**config.mk**
```make
export PLATFORM = sky130hd
export DESIGN_NAME = dbi_panel_strobe_timing
export DESIGN_NICKNAME = d
export VERILOG_FILES = /design/src/verilog/dbi_strobe_pkg.sv /design/src/verilog/dbi_panel_strobe_timing.sv /design/src/verilog/phase_counter.sv /design/src/verilog/read_capture.sv
export SDC_FILE = /design/constraint.sdc
export NUM_CORES = 1
export LEC_CHECK = 0
export ABC_CLOCK_PERIOD_IN_PS = 11000
export BUFFER_PORTS_ARGS = -buffer_cell sky130_fd_sc_hd__buf_4
export CAP_MARGIN = 20
export CORE_MARGIN = 4
export CORE_UTILIZATION = 45
export DETAILED_ROUTE_END_ITERATION = 8
export GPL_TIMING_DRIVEN = 0
export PLACE_DENSITY = 0.67
export SLEW_MARGIN = 30
export SYNTH_ARGS = -nofsm -noshare
export SYNTH_HDL_FRONTEND = slang
export SYNTH_SLANG_ARGS = --single-unit
```
**constraint.sdc**
```tcl
create_clock -name clk -period 11 [get_ports clk]
set_input_delay 2.2 -clock clk [delete_from_list [all_inputs] [get_ports clk]]
set_output_delay 2.2 -clock clk [all_outputs]
set_load 0.01 [all_outputs]
```
**src/verilog/dbi_strobe_pkg.sv**
```systemverilog
// Constants, types and reset values shared by the panel strobe timing design
package dbi_strobe_pkg;
  localparam int COUNT_W = 5;
  localparam int PHASE_W = 6;
  localparam int DATA_W_DEFAULT = 16;
  localparam int NUM_FIELDS = 6;
  // Field index of each configuration count
  localparam int F_WR_LOW = 0;
  localparam int F_WR_SETUP = 1;
  localparam int F_HOLD = 2;
  localparam int F_RD_LOW = 3;
  localparam int F_RD_SETUP = 4;
  localparam int F_RD_OFF = 5;
  localparam logic [COUNT_W-1:0] COUNT_ZERO = 5'h00;
  localparam logic [COUNT_W-1:0] COUNT_MIN = 5'h01;
  localparam logic [PHASE_W-1:0] PHASE_ONE = 6'h01;
  localparam logic [PHASE_W-1:0] PHASE_MAX = 6'h3f;
  localparam logic [PHASE_W-1:0] PHASE_RST = 6'h00;
  // Read sampling margin
  localparam int CLK_PERIOD_PS = 5000;
  localparam int READ_MARGIN_NS = 30;
  localparam int READ_MARGIN_CYC = (READ_MARGIN_NS * 1000 + CLK_PERIOD_PS - 1) / CLK_PERIOD_PS;
  localparam logic [COUNT_W-1:0] READ_MARGIN_CYC_W = COUNT_W'(READ_MARGIN_CYC);
  // Pin levels after reset
  localparam logic CS_N_RST = 1'b1;
  localparam logic WR_N_RST = 1'b1;
  localparam logic RD_N_RST = 1'b1;
  localparam logic OE_N_RST = 1'b1;
  localparam logic DC_RST = 1'b0;
  typedef enum logic [3:0] {
    ST_IDLE = 4'b0001,
    ST_SETUP = 4'b0010,
    ST_STROBE = 4'b0100,
    ST_HOLD = 4'b1000
  } phase_t;
endpackage : dbi_strobe_pkg

```
**src/verilog/dbi_panel_strobe_timing.sv**
```systemverilog
// Parallel command-type panel bus strobe sequencer for write and read cycles
// Overview of operation
// - Write strobe stays low for the write-strobe-low count, 1 to 31.
// - Write strobe high between strobes lasts write-setup plus hold counts.
// - Address/command select is stable write-setup cycles before write strobe falls.
// - Data, select and chip select stay unchanged hold cycles after write strobe.
// - Write data driven write-setup plus strobe-low cycles before strobe rises.
// - Chip select asserted write-setup plus strobe-low cycles before strobe rises.
// - Read strobe stays low for the read-strobe-low count, 1 to 31.
// - Read strobe high between strobes lasts at least read-low plus read-off.
// - Address/command select is stable read-setup cycles before read strobe falls.
// - Address/command select stays unchanged hold cycles after read strobe rises.
// - Read data sampled at strobe rise; panel access must fit count minus 30 ns.
// - Chip select asserted read-low plus read-setup cycles before read strobe rises.
// - Chip select stays asserted read-off cycles after read strobe rises.
module dbi_panel_strobe_timing
  import dbi_strobe_pkg::*;
#(
  parameter int DATA_W = DATA_W_DEFAULT
) (
  input wire logic clk,
  input wire logic rst_n,
  input wire logic req_valid,
  output logic req_ready,
  input wire logic req_write,
  input wire logic req_dc,
  input wire logic [DATA_W-1:0] req_data,
  input wire logic [COUNT_W-1:0] write_strobe_low_count,
  input wire logic [COUNT_W-1:0] write_setup_count,
  input wire logic [COUNT_W-1:0] shared_hold_count,
  input wire logic [COUNT_W-1:0] read_strobe_low_count,
  input wire logic [COUNT_W-1:0] read_setup_count,
  input wire logic [COUNT_W-1:0] read_off_count,
  output logic cs_n,
  output logic dc,
  output logic wr_n,
  output logic rd_n,
  output logic [DATA_W-1:0] data_out,
  output logic data_oe_n,
  input wire logic [DATA_W-1:0] data_in,
  output logic [DATA_W-1:0] rd_data,
  output logic rd_valid,
  output logic busy,
  output logic read_access_ok
);
  phase_t state_reg;
  phase_t state_next;
  logic [COUNT_W-1:0] cfg_raw [NUM_FIELDS];
  logic [COUNT_W-1:0] cfg_eff [NUM_FIELDS];
  logic [COUNT_W-1:0] cfg_reg [NUM_FIELDS];
  logic is_write_reg;
  logic cs_n_reg, cs_n_next;
  logic dc_reg, dc_next;
  logic wr_n_reg, wr_n_next;
  logic rd_n_reg, rd_n_next;
  logic oe_n_reg, oe_n_next;
  logic [DATA_W-1:0] wdata_reg;
  logic start;
  logic phase_clear;
  logic phase_last;
  logic [PHASE_W-1:0] phase_cnt;
  logic [PHASE_W-1:0] phase_target;
  logic [PHASE_W-1:0] wrc_w, wsc_w, dhc_w, rac_w, rsc_w, roc_w;
  logic [PHASE_W-1:0] rd_sum;
  logic [PHASE_W-1:0] rd_rest;
  logic [PHASE_W-1:0] rd_tail_a;
  logic [PHASE_W-1:0] rd_tail;
  logic in_setup, in_strobe, in_hold, in_idle;
  logic going_idle;
  logic read_sample;
  logic cs_read_release;

  assign cfg_raw[F_WR_LOW] = write_strobe_low_count;
  assign cfg_raw[F_WR_SETUP] = write_setup_count;
  assign cfg_raw[F_HOLD] = shared_hold_count;
  assign cfg_raw[F_RD_LOW] = read_strobe_low_count;
  assign cfg_raw[F_RD_SETUP] = read_setup_count;
  assign cfg_raw[F_RD_OFF] = read_off_count;

  for (genvar i = 0; i < NUM_FIELDS; i++) begin : g_cfg
    assign cfg_eff[i] = (cfg_raw[i] == COUNT_ZERO) ? COUNT_MIN : cfg_raw[i];
    always_ff @(posedge clk or negedge rst_n) begin
      if (!rst_n) begin
        cfg_reg[i] <= COUNT_MIN;
      end else if (start) begin
        cfg_reg[i] <= cfg_eff[i];
      end
    end
  end

  assign wrc_w = {1'b0, cfg_reg[F_WR_LOW]};
  assign wsc_w = {1'b0, cfg_reg[F_WR_SETUP]};
  assign dhc_w = {1'b0, cfg_reg[F_HOLD]};
  assign rac_w = {1'b0, cfg_reg[F_RD_LOW]};
  assign rsc_w = {1'b0, cfg_reg[F_RD_SETUP]};
  assign roc_w = {1'b0, cfg_reg[F_RD_OFF]};

  // read tail plus the next read setup keeps strobe high at least read-low plus read-off
  assign rd_sum = rac_w + roc_w;
  assign rd_rest = (rd_sum > rsc_w) ? rd_sum - rsc_w : PHASE_ONE;
  assign rd_tail_a = (dhc_w > roc_w) ? dhc_w : roc_w;
  assign rd_tail = (rd_tail_a > rd_rest) ? rd_tail_a : rd_rest;

  assign in_idle = (state_reg == ST_IDLE);
  assign in_setup = (state_reg == ST_SETUP);
  assign in_strobe = (state_reg == ST_STROBE);
  assign in_hold = (state_reg == ST_HOLD);

  // next cycle may start in the last hold cycle
  assign req_ready = in_idle | (in_hold & phase_last);
  assign start = req_valid & req_ready;
  assign going_idle = in_hold & phase_last & ~start;
  assign busy = ~in_idle;

  assign phase_target = in_setup ? (is_write_reg ? wsc_w : rsc_w) :
                        in_strobe ? (is_write_reg ? wrc_w : rac_w) :
                        in_hold ? (is_write_reg ? dhc_w : rd_tail) : PHASE_MAX;
  assign phase_clear = start | ((in_setup | in_strobe) & phase_last);

  phase_counter u_phase (
    .clk(clk),
    .rst_n(rst_n),
    .clear(phase_clear),
    .target(phase_target),
    .count(phase_cnt),
    .last(phase_last)
  );

  always_comb begin
    state_next = state_reg;
    unique case (state_reg)
      ST_IDLE: begin
        if (start) begin
          state_next = ST_SETUP;
        end
      end
      ST_SETUP: begin
        if (phase_last) begin
          state_next = ST_STROBE;
        end
      end
      ST_STROBE: begin
        if (phase_last) begin
          state_next = ST_HOLD;
        end
      end
      ST_HOLD: begin
        if (phase_last) begin
          state_next = start ? ST_SETUP : ST_IDLE;
        end
      end
    endcase
  end

  // strobes low for the whole strobe phase
  assign wr_n_next = (in_setup & phase_last) ? ~is_write_reg :
                     (in_strobe & phase_last) ? 1'b1 : wr_n_reg;
  assign rd_n_next = (in_setup & phase_last) ? is_write_reg :
                     (in_strobe & phase_last) ? 1'b1 : rd_n_reg;
  // chip select released after read-off cycles
  assign cs_read_release = in_hold & ~is_write_reg & (phase_cnt == roc_w);
  // chip select spans setup, strobe and write hold; reads release it read-off cycles into hold
  assign cs_n_next = start ? 1'b0 : going_idle ? 1'b1 :
                     cs_read_release ? 1'b1 : cs_n_reg;
  // select changes only when a cycle starts
  assign dc_next = start ? req_dc : dc_reg;
  // data driven from the start of a write
  assign oe_n_next = start ? ~req_write : going_idle ? 1'b1 : oe_n_reg;
  // sample on the edge that raises the read strobe
  assign read_sample = in_strobe & phase_last & ~is_write_reg;
  assign read_access_ok = cfg_eff[F_RD_LOW] > READ_MARGIN_CYC_W;

  always_ff @(posedge clk or negedge rst_n) begin
    if (!rst_n) begin
      state_reg <= ST_IDLE;
      cs_n_reg <= CS_N_RST;
      wr_n_reg <= WR_N_RST;
      rd_n_reg <= RD_N_RST;
      oe_n_reg <= OE_N_RST;
      dc_reg <= DC_RST;
    end else begin
      state_reg <= state_next;
      cs_n_reg <= cs_n_next;
      wr_n_reg <= wr_n_next;
      rd_n_reg <= rd_n_next;
      oe_n_reg <= oe_n_next;
      dc_reg <= dc_next;
    end
  end

  always_ff @(posedge clk or negedge rst_n) begin
    if (!rst_n) begin
      is_write_reg <= 1'b0;
      wdata_reg <= '0;
    end else if (start) begin
      is_write_reg <= req_write;
      wdata_reg <= req_data;
    end
  end

  read_capture #(
    .DATA_W(DATA_W)
  ) u_capture (
    .clk(clk),
    .rst_n(rst_n),
    .sample(read_sample),
    .data_in(data_in),
    .rd_data(rd_data),
    .rd_valid(rd_valid)
  );

  assign cs_n = cs_n_reg;
  assign dc = dc_reg;
  assign wr_n = wr_n_reg;
  assign rd_n = rd_n_reg;
  assign data_out = wdata_reg;
  assign data_oe_n = oe_n_reg;

  // Checking helpers: strobe low run and age since cycle start
  logic [PHASE_W-1:0] low_run_reg;
  logic [PHASE_W-1:0] age_reg;
  always_ff @(posedge clk or negedge rst_n) begin
    if (!rst_n) begin
      low_run_reg <= PHASE_RST;
      age_reg <= PHASE_RST;
    end else begin
      low_run_reg <= (wr_n_next & rd_n_next) ? PHASE_RST :
                     (low_run_reg == PHASE_MAX) ? low_run_reg : low_run_reg + PHASE_ONE;
      age_reg <= start ? PHASE_ONE : (age_reg == PHASE_MAX) ? age_reg : age_reg + PHASE_ONE;
    end
  end

  // Checking helpers: strobe high run and the gap owed by the cycle a start ends
  logic [PHASE_W-1:0] high_run_reg;
  logic [PHASE_W-1:0] gap_hold_reg;
  logic [PHASE_W-1:0] gap_read_reg;
  logic gap_wr_reg;
  logic gap_rd_reg;
  always_ff @(posedge clk or negedge rst_n) begin
    if (!rst_n) begin
      high_run_reg <= PHASE_RST;
      gap_hold_reg <= PHASE_RST;
      gap_read_reg <= PHASE_RST;
      gap_wr_reg <= 1'b0;
      gap_rd_reg <= 1'b0;
    end else begin
      high_run_reg <= !(wr_n_next & rd_n_next) ? PHASE_RST :
                      (high_run_reg == PHASE_MAX) ? high_run_reg : high_run_reg + PHASE_ONE;
      if (start) begin
        gap_hold_reg <= dhc_w;
        gap_read_reg <= rd_sum;
        gap_wr_reg <= in_hold & is_write_reg & req_write;
        gap_rd_reg <= in_hold & ~is_write_reg & ~req_write;
      end
    end
  end

  // write strobe gap between back-to-back writes
  a_wr_high_gap: assert property (@(posedge clk) disable iff (!rst_n)
    $fell(wr_n_reg) && gap_wr_reg |-> $past(high_run_reg) == gap_hold_reg + wsc_w)
    else $error("write strobe gap wrong");
  // read strobe gap between back-to-back reads
  a_rd_high_gap: assert property (@(posedge clk) disable iff (!rst_n)
    $fell(rd_n_reg) && gap_rd_reg |-> $past(high_run_reg) >= gap_read_reg)
    else $error("read strobe gap too short");
  // pins released when no cycle runs
  a_idle_pins: assert property (@(posedge clk) disable iff (!rst_n)
    in_idle |-> cs_n_reg && oe_n_reg && wr_n_reg && rd_n_reg)
    else $error("pins not released in idle");
  // read data valid only after a read strobe
  a_rd_valid_src: assert property (@(posedge clk) disable iff (!rst_n)
    rd_valid |-> $rose(rd_n_reg) && !is_write_reg)
    else $error("read data valid without read");

  a_wr_low_width: assert property (@(posedge clk) disable iff (!rst_n)
    $rose(wr_n_reg) |-> $past(low_run_reg) == wrc_w) else $error("write strobe width wrong");
  a_rd_low_width: assert property (@(posedge clk) disable iff (!rst_n)
    $rose(rd_n_reg) |-> $past(low_run_reg) == rac_w) else $error("read strobe width wrong");
  a_wr_setup_age: assert property (@(posedge clk) disable iff (!rst_n)
    $fell(wr_n_reg) |-> age_reg == wsc_w + PHASE_ONE && $stable(dc_reg) && !cs_n_reg)
    else $error("write setup length wrong");
  a_wr_data_lead: assert property (@(posedge clk) disable iff (!rst_n)
    $rose(wr_n_reg) |-> age_reg == wsc_w + wrc_w + PHASE_ONE && !oe_n_reg && !cs_n_reg)
    else $error("write data lead wrong");
  a_rd_setup_age: assert property (@(posedge clk) disable iff (!rst_n)
    $fell(rd_n_reg) |-> age_reg == rsc_w + PHASE_ONE && $stable(dc_reg) && !cs_n_reg)
    else $error("read setup length wrong");
  a_rd_cs_lead: assert property (@(posedge clk) disable iff (!rst_n)
    $rose(rd_n_reg) |-> age_reg == rsc_w + rac_w + PHASE_ONE && !cs_n_reg && oe_n_reg)
    else $error("read chip select lead wrong");
  a_wr_hold_pins: assert property (@(posedge clk) disable iff (!rst_n)
    in_hold && is_write_reg |-> !cs_n_reg && !oe_n_reg && $stable(dc_reg) &&
    $stable(wdata_reg) && phase_cnt <= dhc_w) else $error("write hold broken");
  a_rd_cs_off: assert property (@(posedge clk) disable iff (!rst_n)
    in_hold && !is_write_reg |-> cs_n_reg == (phase_cnt > roc_w) && $stable(dc_reg))
    else $error("read chip select hold wrong");
  a_rd_sample: assert property (@(posedge clk) disable iff (!rst_n)
    $rose(rd_n_reg) |-> rd_valid && rd_data == $past(data_in)) else $error("read sample missed");
endmodule : dbi_panel_strobe_timing

```
**src/verilog/phase_counter.sv**
```systemverilog
// Up counter that measures the length of one bus phase
module phase_counter
  import dbi_strobe_pkg::*;
(
  input wire logic clk,
  input wire logic rst_n,
  input wire logic clear,
  input wire logic [PHASE_W-1:0] target,
  output logic [PHASE_W-1:0] count,
  output logic last
);
  logic [PHASE_W-1:0] count_reg;
  logic [PHASE_W-1:0] count_next;

  assign count_next = clear ? PHASE_ONE : (count_reg == PHASE_MAX) ? count_reg :
                      count_reg + PHASE_ONE;
  assign count = count_reg;
  assign last = (count_reg == target);

  always_ff @(posedge clk or negedge rst_n) begin
    if (!rst_n) begin
      count_reg <= PHASE_RST;
    end else begin
      count_reg <= count_next;
    end
  end
endmodule : phase_counter

```
**src/verilog/read_capture.sv**
```systemverilog
// Register that takes the panel read data at the read strobe rising edge
module read_capture
  import dbi_strobe_pkg::*;
#(
  parameter int DATA_W = DATA_W_DEFAULT
) (
  input wire logic clk,
  input wire logic rst_n,
  input wire logic sample,
  input wire logic [DATA_W-1:0] data_in,
  output logic [DATA_W-1:0] rd_data,
  output logic rd_valid
);
  logic [DATA_W-1:0] data_reg;
  logic valid_reg;

  assign rd_data = data_reg;
  assign rd_valid = valid_reg;

  always_ff @(posedge clk or negedge rst_n) begin
    if (!rst_n) begin
      data_reg <= '0;
      valid_reg <= 1'b0;
    end else begin
      valid_reg <= sample;
      if (sample) begin
        data_reg <= data_in;
      end
    end
  end
endmodule : read_capture

```
==> Word level (Yosys, flattened, before mapping) <==
Cells that the tools add are included.
{ "word_totals": {"reg_bits": 79, "latchBits": 0, "mem_bits_rw": 0, "romBits": 0, "out_inout_bits": 41, "wordCells": 93, "n_memories": 0} }
{ "classes": {"n_addsub": 3, "n_mul": 0, "div_mod_pow": 0, "n_lt_le_gt_ge": 4, "n_eq_ne": 12, "shifts": 0, "muxes": 31, "bitwise_logic": 16, "n_reduce_logical": 10} }
{ "ops": {"columns": ["cell", "count"], "rows": [
  ["$mux W6", 8],
  ["$mux W5", 9],
  ["$logic_not A5 Y1", 6],
  ["$mux W4", 4],
  ["$pmux W4 S4", 1],
  ["$and A1 B1 Y1", 9],
  ["$mux W1", 8],
  ["$ne A2 B2 Y1 const B", 4],
  ["$add A5 B5 Y6", 1],
  ["$add A6 B1 Y6 const B", 1],
  ["$eq A6 B5 Y1", 1],
  ["$eq A6 B6 Y1", 1],
  ["$eq A6 B6 Y1 const B", 1],
  ["$gt A5 B6 Y1", 1],
  ["$gt A6 B5 Y1", 1],
  ["$sub A6 B5 Y6", 1],
  ["$gt A5 B3 Y1 const B", 1],
  ["$gt A5 B5 Y1", 1],
  ["$eq A4 B1 Y1 const B", 1],
  ["$eq A4 B2 Y1 const B", 1],
  ["$eq A4 B3 Y1 const B", 1],
  ["$eq A4 B4 Y1 const B", 1],
  ["$not A1 Y1", 4],
  ["$reduce_and A4 Y1", 1],
  ["5 further kinds", 8]
]} }

==> Logic depth before layout (Yosys ltp) <==
Gate-level depths: netlist (run 1).
{ "logic_depth": {"ltp_word": 17, "mapped_depth": 24, "depth_no_buf": 22} }

==> Modules after synthesis <==
Synthesis (run 1) repeated with hierarchy kept, for this count alone.
{ "unflattened": {"cells_unflattened": 402, "area_unflattened_um2": 4535.6} }
{ "modules_own_cells": {"columns": ["module", "n_inst", "cells_per_inst", "area_each_um2"], "rows": [
  ["dbi_panel_strobe_timing", 1, 329, 3480.8],
  ["read_capture", 1, 35, 674.4],
  ["phase_counter", 1, 38, 380.4]
]} }

==> Worst setup path after synthesis (run 1) <==
No wires, ideal clock.
{ "synth_path": {"path_type": "reg2out", "start": "register cfg_reg[0] (netlist bit)", "end": "output port req_ready", "arrival_time_ns": 5.005, "t_required_ns": 8.800, "setup_slack_ns": 3.795, "stages_incl_launch_ff": 21, "path_buffers": 1, "cell_sequence": "dfstp_2 -> ha_1 -> fa_1 -> inv_1 -> fa_1 -> nand2b_1 -> a211oi_2 -> o21ai_1 -> nand2_1 -> nand2b_1 -> ha_1 -> and3_1 -> a31oi_1 -> o31ai_2 -> a21oi_1 -> mux2i_1 -> nor4_1 -> a2111oi_4 -> nand4_2 -> clkbuf_1 -> o31ai_1"} }
{ "synth_via": {"elab_chain_len": 12} }
{ "synth_rtl": {"columns": ["item", "line_no", "rtl"], "rows": [
  ["from (decl)", "dbi_panel_strobe_timing.sv:50", "logic [COUNT_W-1:0] cfg_reg [NUM_FIELDS];"],
  ["from (signal, indexed assignment)", "dbi_panel_strobe_timing.sv:86", "cfg_reg[i] <= cfg_eff[i];"],
  ["$add A5 B5 Y6", "dbi_panel_strobe_timing.sv:99", "assign rd_sum = rac_w + roc_w;"],
  ["$sub A6 B5 Y6 or $gt A6 B5 Y1 (tied branches)", "dbi_panel_strobe_timing.sv:100", "assign rd_rest = (rd_sum > rsc_w) ? rd_sum - rsc_w : PHASE_ONE;"],
  ["$mux W6", "dbi_panel_strobe_timing.sv:100", null],
  ["$gt A5 B6 Y1", "dbi_panel_strobe_timing.sv:102", "assign rd_tail = (rd_tail_a > rd_rest) ? rd_tail_a : rd_rest;"],
  ["$mux W6 *", "dbi_panel_strobe_timing.sv:102", null],
  ["$mux W6 * (2 in a row)", "dbi_panel_strobe_timing.sv:117", "in_hold ? (is_write_reg ? dhc_w : rd_tail) : PHASE_MAX;"],
  ["$mux W6 *", "dbi_panel_strobe_timing.sv:116", "in_strobe ? (is_write_reg ? wrc_w : rac_w) :"],
  ["$mux W6 *", "dbi_panel_strobe_timing.sv:115", "assign phase_target = in_setup ? (is_write_reg ? wsc_w : rsc_w) :"],
  ["$eq A6 B6 Y1 *", "phase_counter.sv:18", "assign last = (count_reg == target);"],
  ["$and A1 B1 Y1 *", "dbi_panel_strobe_timing.sv:110", "assign req_ready = in_idle | (in_hold & phase_last);"],
  ["$or A1 B1 Y1 *", "dbi_panel_strobe_timing.sv:110", null],
  ["to (decl)", "dbi_panel_strobe_timing.sv:24", "output logic req_ready,"]
]} }
Every way passes the cells marked *; elsewhere a longest branch is shown, timed or not.

==> Worst setup path in the final report (run 1) <==
{ "layout_path": {"start": "register cfg_reg[11] (netlist bit)", "end": "output port req_ready"} }
{ "layout_via": {"elab_chain_len": 12} }
{ "layout_rtl": {"columns": ["item", "line_no"], "rows": [
  ["$add A5 B5 Y6", "dbi_panel_strobe_timing.sv:99"],
  ["$sub A6 B5 Y6 or $gt A6 B5 Y1 (tied branches)", "dbi_panel_strobe_timing.sv:100"],
  ["$mux W6", "dbi_panel_strobe_timing.sv:100"],
  ["$gt A5 B6 Y1", "dbi_panel_strobe_timing.sv:102"],
  ["$mux W6", "dbi_panel_strobe_timing.sv:102"],
  ["$mux W6 (2 in a row)", "dbi_panel_strobe_timing.sv:117"],
  ["$mux W6 *", "dbi_panel_strobe_timing.sv:116"],
  ["$mux W6 *", "dbi_panel_strobe_timing.sv:115"],
  ["$eq A6 B6 Y1 *", "phase_counter.sv:18"],
  ["$and A1 B1 Y1 *", "dbi_panel_strobe_timing.sv:110"],
  ["$or A1 B1 Y1 *", "dbi_panel_strobe_timing.sv:110"]
]} }
Marks and branches as above.

==> results of run 1 <==
==> synthesized netlist by cell type (4+ instances only) <==
| cell | n |
|---|---|
| o22ai_1 | 9 |
| o211ai_1 | 52 |
| clkbuf_1 | 47 |
| nor4_1 | 14 |
| mux2i_1 | 14 |
| dfstp_2 | 11 |
| and3_1 | 5 |
| o21ai_0 | 21 |
| xnor2_1 | 6 |
| o2bb2ai_1 | 34 |
| nand2_1 | 68 |
| a21oi_1 | 63 |
| inv_1 | 18 |
| nand3b_1 | 4 |
| buf_1 | 4 |
| mux2_4 | 9 |
| mux2_1 | 8 |
| nand2b_1 | 7 |
| o311ai_1 | 41 |
| ha_1 | 22 |
| dfrtp_1 | 68 |
| a21o_1 | 5 |
| nor3_1 | 6 |
| nor2_1 | 33 |
| a22oi_1 | 5 |
| xor2_1 | 7 |
| nand3_1 | 14 |
| or4_1 | 9 |
==> per-layer routing <==
metal / up-vias / global-route usage / wire [um]
li1: 2840 / - / -
met1: 3100 / 0.360 / 8690
met2: 248 / 0.435 / 9640
met3: 30 / 0.0499 / 1220
met4: 0 / 0.0830 / 374
met5: - / 0 / 0
==> worst max-delay path, stage by stage (launching register included) <==
cell,delay (ns)
dfrtp_1,0.56
ha_1,0.30
a21oi_1,0.25
nor2b_1,0.09
nor2_1,0.13
xnor2_1,0.14
ha_1,0.33
nor2_1,0.21
a211oi_2,0.08
o21ai_1,0.29
nand2_1,0.22
nand2b_1,0.12
ha_1,0.24
and3_1,0.19
a31oi_1,0.20
o31ai_2,0.16
a21oi_1,0.41
mux2i_1,0.41
nor4_1,0.14
a2111oi_4,0.38
nand4_2,0.26
clkbuf_1,0.30
o31ai_1,0.36
buf_4,0.19
==> worst max-delay path by stage <==
stage	startpoint	to	slack, ns	cells after the start
global placement	cfg_reg[1]$_DFFE_PN0P_	req_ready	3.08	23
finish	cfg_reg[11]$_DFFE_PN0P_	req_ready	2.48	23
CTS	cfg_reg[1]$_DFFE_PN0P_	req_ready	2.51	23
detailed placement	cfg_reg[1]$_DFFE_PN0P_	req_ready	2.92	23
global route	cfg_reg[11]$_DFFE_PN0P_	req_ready	1.93	23
floorplan	cfg_reg[0]$_DFFE_PN1P_	req_ready	3.79	20
==> cell type report <==
class | instances | area [um2]
multi-input cells | 513 | 3660
fillers | 1182 | 5510
well taps | 172 | 215
plain buffers | 57 | 239
repair buffers | 107 | 807
clock inverters | 7 | 55.1
flip-flops and latches | 79 | 1990
clock buffers | 9 | 225
inverters | 19 | 71.3
==> stage by stage <==
| step | util | hold slack, ns | instance area (um2) | power [W] | instances |
|---|---|---|---|---|---|
| floorplan | - | 0.510 | 5960 | 0.000499 | 668 |
| global placement | 0.546 | 0.474 | 6980 | 0.000588 | 947 |
| detailed placement | 0.547 | 0.491 | 6980 | 0.000595 | 947 |
| CTS | 0.569 | 0.507 | 7260 | 0.000883 | 963 |
| global route | 0.569 | 0.523 | 7260 | 0.000926 | 963 |
| finish | 0.569 | 0.499 | 7260 | 0.000886 | 963 |
==> power breakdown <==
group          leakage, nW  switching (W)  internal, W  total (W)
registers            0.790      0.0000208     0.000313   0.000334
logic                 1.98       0.000161    0.0000987   0.000260
clock network        0.139       0.000137     0.000156   0.000293
==> logic make-up after synthesis <==
| family | synth area share |
|---|---|
| AOI/OAI and AO/OA | 0.315 |
| and+or+nand+nor | 0.160 |
| DFF | 0.334 |
| buffers and inverters | 0.0521 |
| muxes | 0.0670 |
| adders and majority gates | 0.0529 |
| xor gates and xnor gates | 0.0191 |
==> results by group, run 1 <==
Worst hold path
  – WHS Endpoint: u_capture.rd_data[15]$_DFFE_PN0P_
  – Hold Path Origin: u_capture.rd_data[15]$_DFFE_PN0P_
  – HP Class: flip-flop to flip-flop
  – Hold depth: 1

Route
  – DR WL/cell: 20.7 um
  – Iter 0 DRT Violations: 682
  – Vias post-DR: 6218
  – Vias per cell: 6.46
  – WL final: 19900 um
  – DRC errors left: 0
  – Detailed Routing Iterations Pass 1: 5
  – ANT nets after route: 0

Timing
  – Max Slew Vio Count: 0
  – Max_slew headroom: 0.383
  – RSZ-0062 raised after global routing: no
  – Worst clock skew: 0.00718 ns
  – Min cycle time layout: 8.52 ns
  – Worst-margin pin slew: 0.918 ns
  – Max frequency: 117 MHz
  – Final Hold Vio Count: 0
  – Setup-failing EPs final: 0
  – Fin crit share: 0.775
  – Setup ws final: 2.48 ns
  – Final TNS setup: 0 ns

Clock tree
  – Post-CTS setup buffers: 0
  – Clock latency on the worst-skew pair: 0.35 ns
  – Hold_buf cts: 0
  – H-Tree Depth: 3
  – CTS Sinks: 79
  – Clock slew at reported path FFs: 0.07 ns
  – CTS tree: done
  – PostCTS Resize Cnt: 0
  – CTS buffer count: 9
  – Maximum clock insertion buffer count: 2
  – CTS Root Cell: clkbuf_16

Synth
  – Share of the synthesized area in the top cell type: 0.285
  – FF+latch count, synth: 79
  – Syn_nets: 759
  – Most common flop cell mapped by yosys: dfrtp_1
  – Synth cell types: 71
  – Post-synth ARST share: 1.00
  – Sequential fraction of the synthesis area: 0.334
  – Leading area contributor after synthesis: dfrtp_1
  – Yosys Warn Count: 0
  – Mapped Area: 5960 um2
  – Syn_area_per_cell: 8.92 um2
  – Cells after synthesis: 668
  – Number of enable flip-flop cells after synthesis: 0
  – Top post-synthesis cells by area: dfrtp_1 29%, o211ai_1 6.5%, o311ai_1 6.0%

Worst setup path
  – Reg2reg start: cfg_reg[11]$_DFFE_PN0P_
  – Reg2reg path depth: 24
  – Reg2reg setup slack: 4.56 ns
  – R2R Path End: u_capture.rd_data[7]$_DFFE_PN0P_
  – Crit path kind: flip-flop to output port
  – Arrival @ worst endpoint: 6.32 ns
  – Setup crit end kind: output port
  – Data required time of the critical path: 8.80 ns
  – Crit start category: flip-flop
  – Critical path fanouts, max: 10

Finish
  – Most common cell after layout, fill and taps aside: buf_4
  – Area Growth Syn to Fin: 21.9%
  – Share of layout cells above drive strength 1: 0.210
  – Commonest non-fill, non-tap cells in the layout: 108 x buf_4, 68 x nand2_1, 68 x dfrtp_1
  – Layout net count: 877
  – Max reg flops: 30
  – # diodes: 0

Die
  – Core Box Area: 12800 um2
  – Chip width: 123 um
  – Initial Utilization: 0.467
  – Rows: 41
  – # IOs: 108
  – Die H: 123 um
  – Die area: 15200 um2

GRT
  – Vias in the first global route: 6117
  – Total grt overflow: 0
  – First-pass GRT wire length: 32000 um
  – Total GRT Usage: 0.266
  – Initial antenna violation count: 0
  – Largest net degree at the start of global routing: 80

Power
  – Peak VDD IR: 67.9 uV
  – Power density cells: 122 nW/um2
  – Static leakage: 2.91 nW

Placement
  – GPL Wtd Cong: 0.919
  – Post-Place Setup Slack: 2.92 ns
  – Buffers on Ports: 107
  – DP Wirelength: 14700 um

Run status
  – Status: completed

Flow run
  – Max-cap violations: 0
Note: power is estimated with default switching activity, not from simulation.
==> run 2: changes to the inputs <==
Settings changed: ABC_CLOCK_PERIOD_IN_PS 11000 to 7200, PLACE_DENSITY 0.67 to 0.69.
Clock period 11 ns to 7.2 ns, I/O delays scaled along.
==> results by group, run 2 (synthesized netlist as in run 1, its figures left out) <==
Route
  – DRC errors left: 0
  – ANT nets after route: 0
  – WL final: 19800 um
  – DR WL/cell: 20.5 um
  – Iter 0 DRT Violations: 692
  – Vias post-DR: 6265
  – Vias per cell: 6.47
  – Detailed Routing Iterations Pass 1: 5

Finish
  – Area Growth Syn to Fin: 24.3%
  – Number of fill cells in the layout: 1188
  – Multi-input logic area: 3750 um2
  – # diodes: 0
  – Layout net count: 883
  – Most common cell after layout, fill and taps aside: buf_4
  – Commonest non-fill, non-tap cells in the layout: 115 x buf_4, 67 x nand2_1, 66 x dfrtp_1
  – Max reg flops: 30
  – Area occupied by registers: 1990 um2
  – Share of layout cells above drive strength 1: 0.235

Clock tree
  – H-Tree Depth: 3
  – CTS buffer count: 9
  – CTS Sinks: 79
  – Clock slew at reported path FFs: 0.07 ns
  – Hold_buf cts: 0
  – CTS tree: done
  – CTS Root Cell: clkbuf_16
  – Clock latency on the worst-skew pair: 0.36 ns
  – Maximum clock insertion buffer count: 2

Worst setup path
  – Crit start category: flip-flop
  – Reg2reg setup slack: 1.30 ns
  – Crit path kind: flip-flop to output port
  – Data required time of the critical path: 5.76 ns
  – Critical path fanouts, max: 10
  – Arrival @ worst endpoint: 5.48 ns
  – Setup crit end kind: output port

Placement
  – GPL Wtd Cong: 0.928
  – DP Wirelength: 14500 um
  – Buffers on Ports: 107

Flow run
  – Max-cap violations: 0

Power
  – Flop pwr share: 0.373
  – Power density cells: 184 nW/um2
  – Sw Share: 0.359
  – Internal power: 0.000875 W
  – Static leakage: 2.96 nW
  – Combinational group share of total power: 0.302
  – Peak VDD IR: 104 uV
  – Clock Power Share: 0.325
  – Psw: 0.000490 W
  – Design Power: 0.00136 W

Die
  – Core Box Area: 12800 um2
  – Die area: 15200 um2
  – Rows: 41
  – # IOs: 108
  – Die H: 123 um
  – Initial Utilization: 0.467
  – Chip width: 123 um

GRT
  – Total grt overflow: 0
  – Total GRT Usage: 0.263
  – Initial antenna violation count: 0
  – Largest net degree at the start of global routing: 80
  – Vias in the first global route: 6089
  – First-pass GRT wire length: 31700 um

Timing
  – Min cycle time layout: 6.92 ns
  – Worst-margin pin slew: 0.808 ns
  – Final Hold Vio Count: 0
  – Max Slew Vio Count: 0
  – Worst clock skew: 0.00822 ns
  – Max_slew headroom: 0.457
  – Final TNS setup: 0 ns
  – Max frequency: 144 MHz
  – Fin crit share: 0.961
  – Setup-failing EPs final: 0

Run status
  – Status: completed

Worst hold path
  – HP Class: flip-flop to flip-flop
-- run 2: changes by cell type in the layout (fill, tap and decap cells not counted), sizes merged --
cell,delta
buf,+8
clkbuf,-2
-- run 2: layer usage --
| layer | wire [um] | GRT usage | part of all wire |
|---|---|---|---|
| met3 | 1460 | 0.0348 | 0.074 |
| met1 | 8420 | 0.361 | 0.42 |
| met4 | 456 | 0.0983 | 0.023 |
| met2 | 9480 | 0.426 | 0.48 |
| met5 | 0 | 0 | 0 |
-- run 2: metrics by stage --
step / setup slack (ns) / hold WS, ns / util / area (um2) / std cells
floorplan: 0.755 / 0.510 / - / 5960 / 668
global route: -0.0412 / 0.516 / 0.580 / 7410 / 969
global placement: 0.121 / 0.474 / 0.546 / 6980 / 947
finish: 0.278 / 0.492 / 0.580 / 7410 / 969
detailed placement: -0.156 / 0.486 / 0.547 / 6980 / 947
CTS: 0.00831 / 0.501 / 0.573 / 7320 / 963
-- run 2: final timing paths --
kind / end / depth (start not counted) / from
worst min register to register: u_capture.rd_data[1]$_DFFE_PN0P_ / 1 / u_capture.rd_data[1]$_DFFE_PN0P_
worst min-delay path: u_capture.rd_data[1]$_DFFE_PN0P_ / 1 / u_capture.rd_data[1]$_DFFE_PN0P_
worst max register to register: data_out[15]$_DFFE_PN0P_ / 24 / cfg_reg[0]$_DFFE_PN1P_
worst max-delay path: req_ready / 23 / cfg_reg[0]$_DFFE_PN1P_
min in group asynchronous: cfg_reg[2]$_DFFE_PN0P_ / 1 / rst_n
max in group asynchronous: cfg_reg[11]$_DFFE_PN0P_ / 1 / rst_n
-- run 2: timing repair --
item                       in CTS  in global routing
pin swaps                       1                  7
setup buffers                   0                  6
resized for setup              13                 14
setup endpoints to repair       1                  1
hold endpoints to repair        0                  0
-- run 2: area by class of cell --
type,instances,share of cell area
plain buffers,57,0.0338
clock buffers,9,0.0304
clock inverters,7,0.00709
inverters,19,0.00963
multi-input cells,513,0.506
flip-flops and latches,79,0.269
well taps,172,0.0291
repair buffers,113,0.115
-- run 2: worst max-delay path, cell delays in order (launching register included) --
cell,delay [ns]
dfstp_2,0.43
ha_1,0.24
fa_1,0.40
a21o_1,0.19
a21oi_2,0.14
xnor2_1,0.08
ha_1,0.35
inv_1,0.07
a211oi_2,0.28
o21ai_2,0.13
nand2_2,0.11
nand2_1,0.07
ha_1,0.30
o21ai_1,0.15
a21oi_1,0.09
o31ai_4,0.41
nand2_1,0.13
a21oi_2,0.22
nor4_1,0.12
a2111oi_4,0.42
nand4_4,0.20
buf_6,0.20
o31ai_4,0.25
buf_4,0.17
-- run 2: power groups by stage --
stage / clock, W / combinational, W / sequential [W]
after floorplan: 0 / 0.000247 / 0.000515
after global placement: 0 / 0.000378 / 0.000516
after detailed placement: 0 / 0.000388 / 0.000517
after CTS: 0.000447 / 0.000395 / 0.000509
after global routing: 0.000466 / 0.000443 / 0.000514
final: 0.000444 / 0.000412 / 0.000509
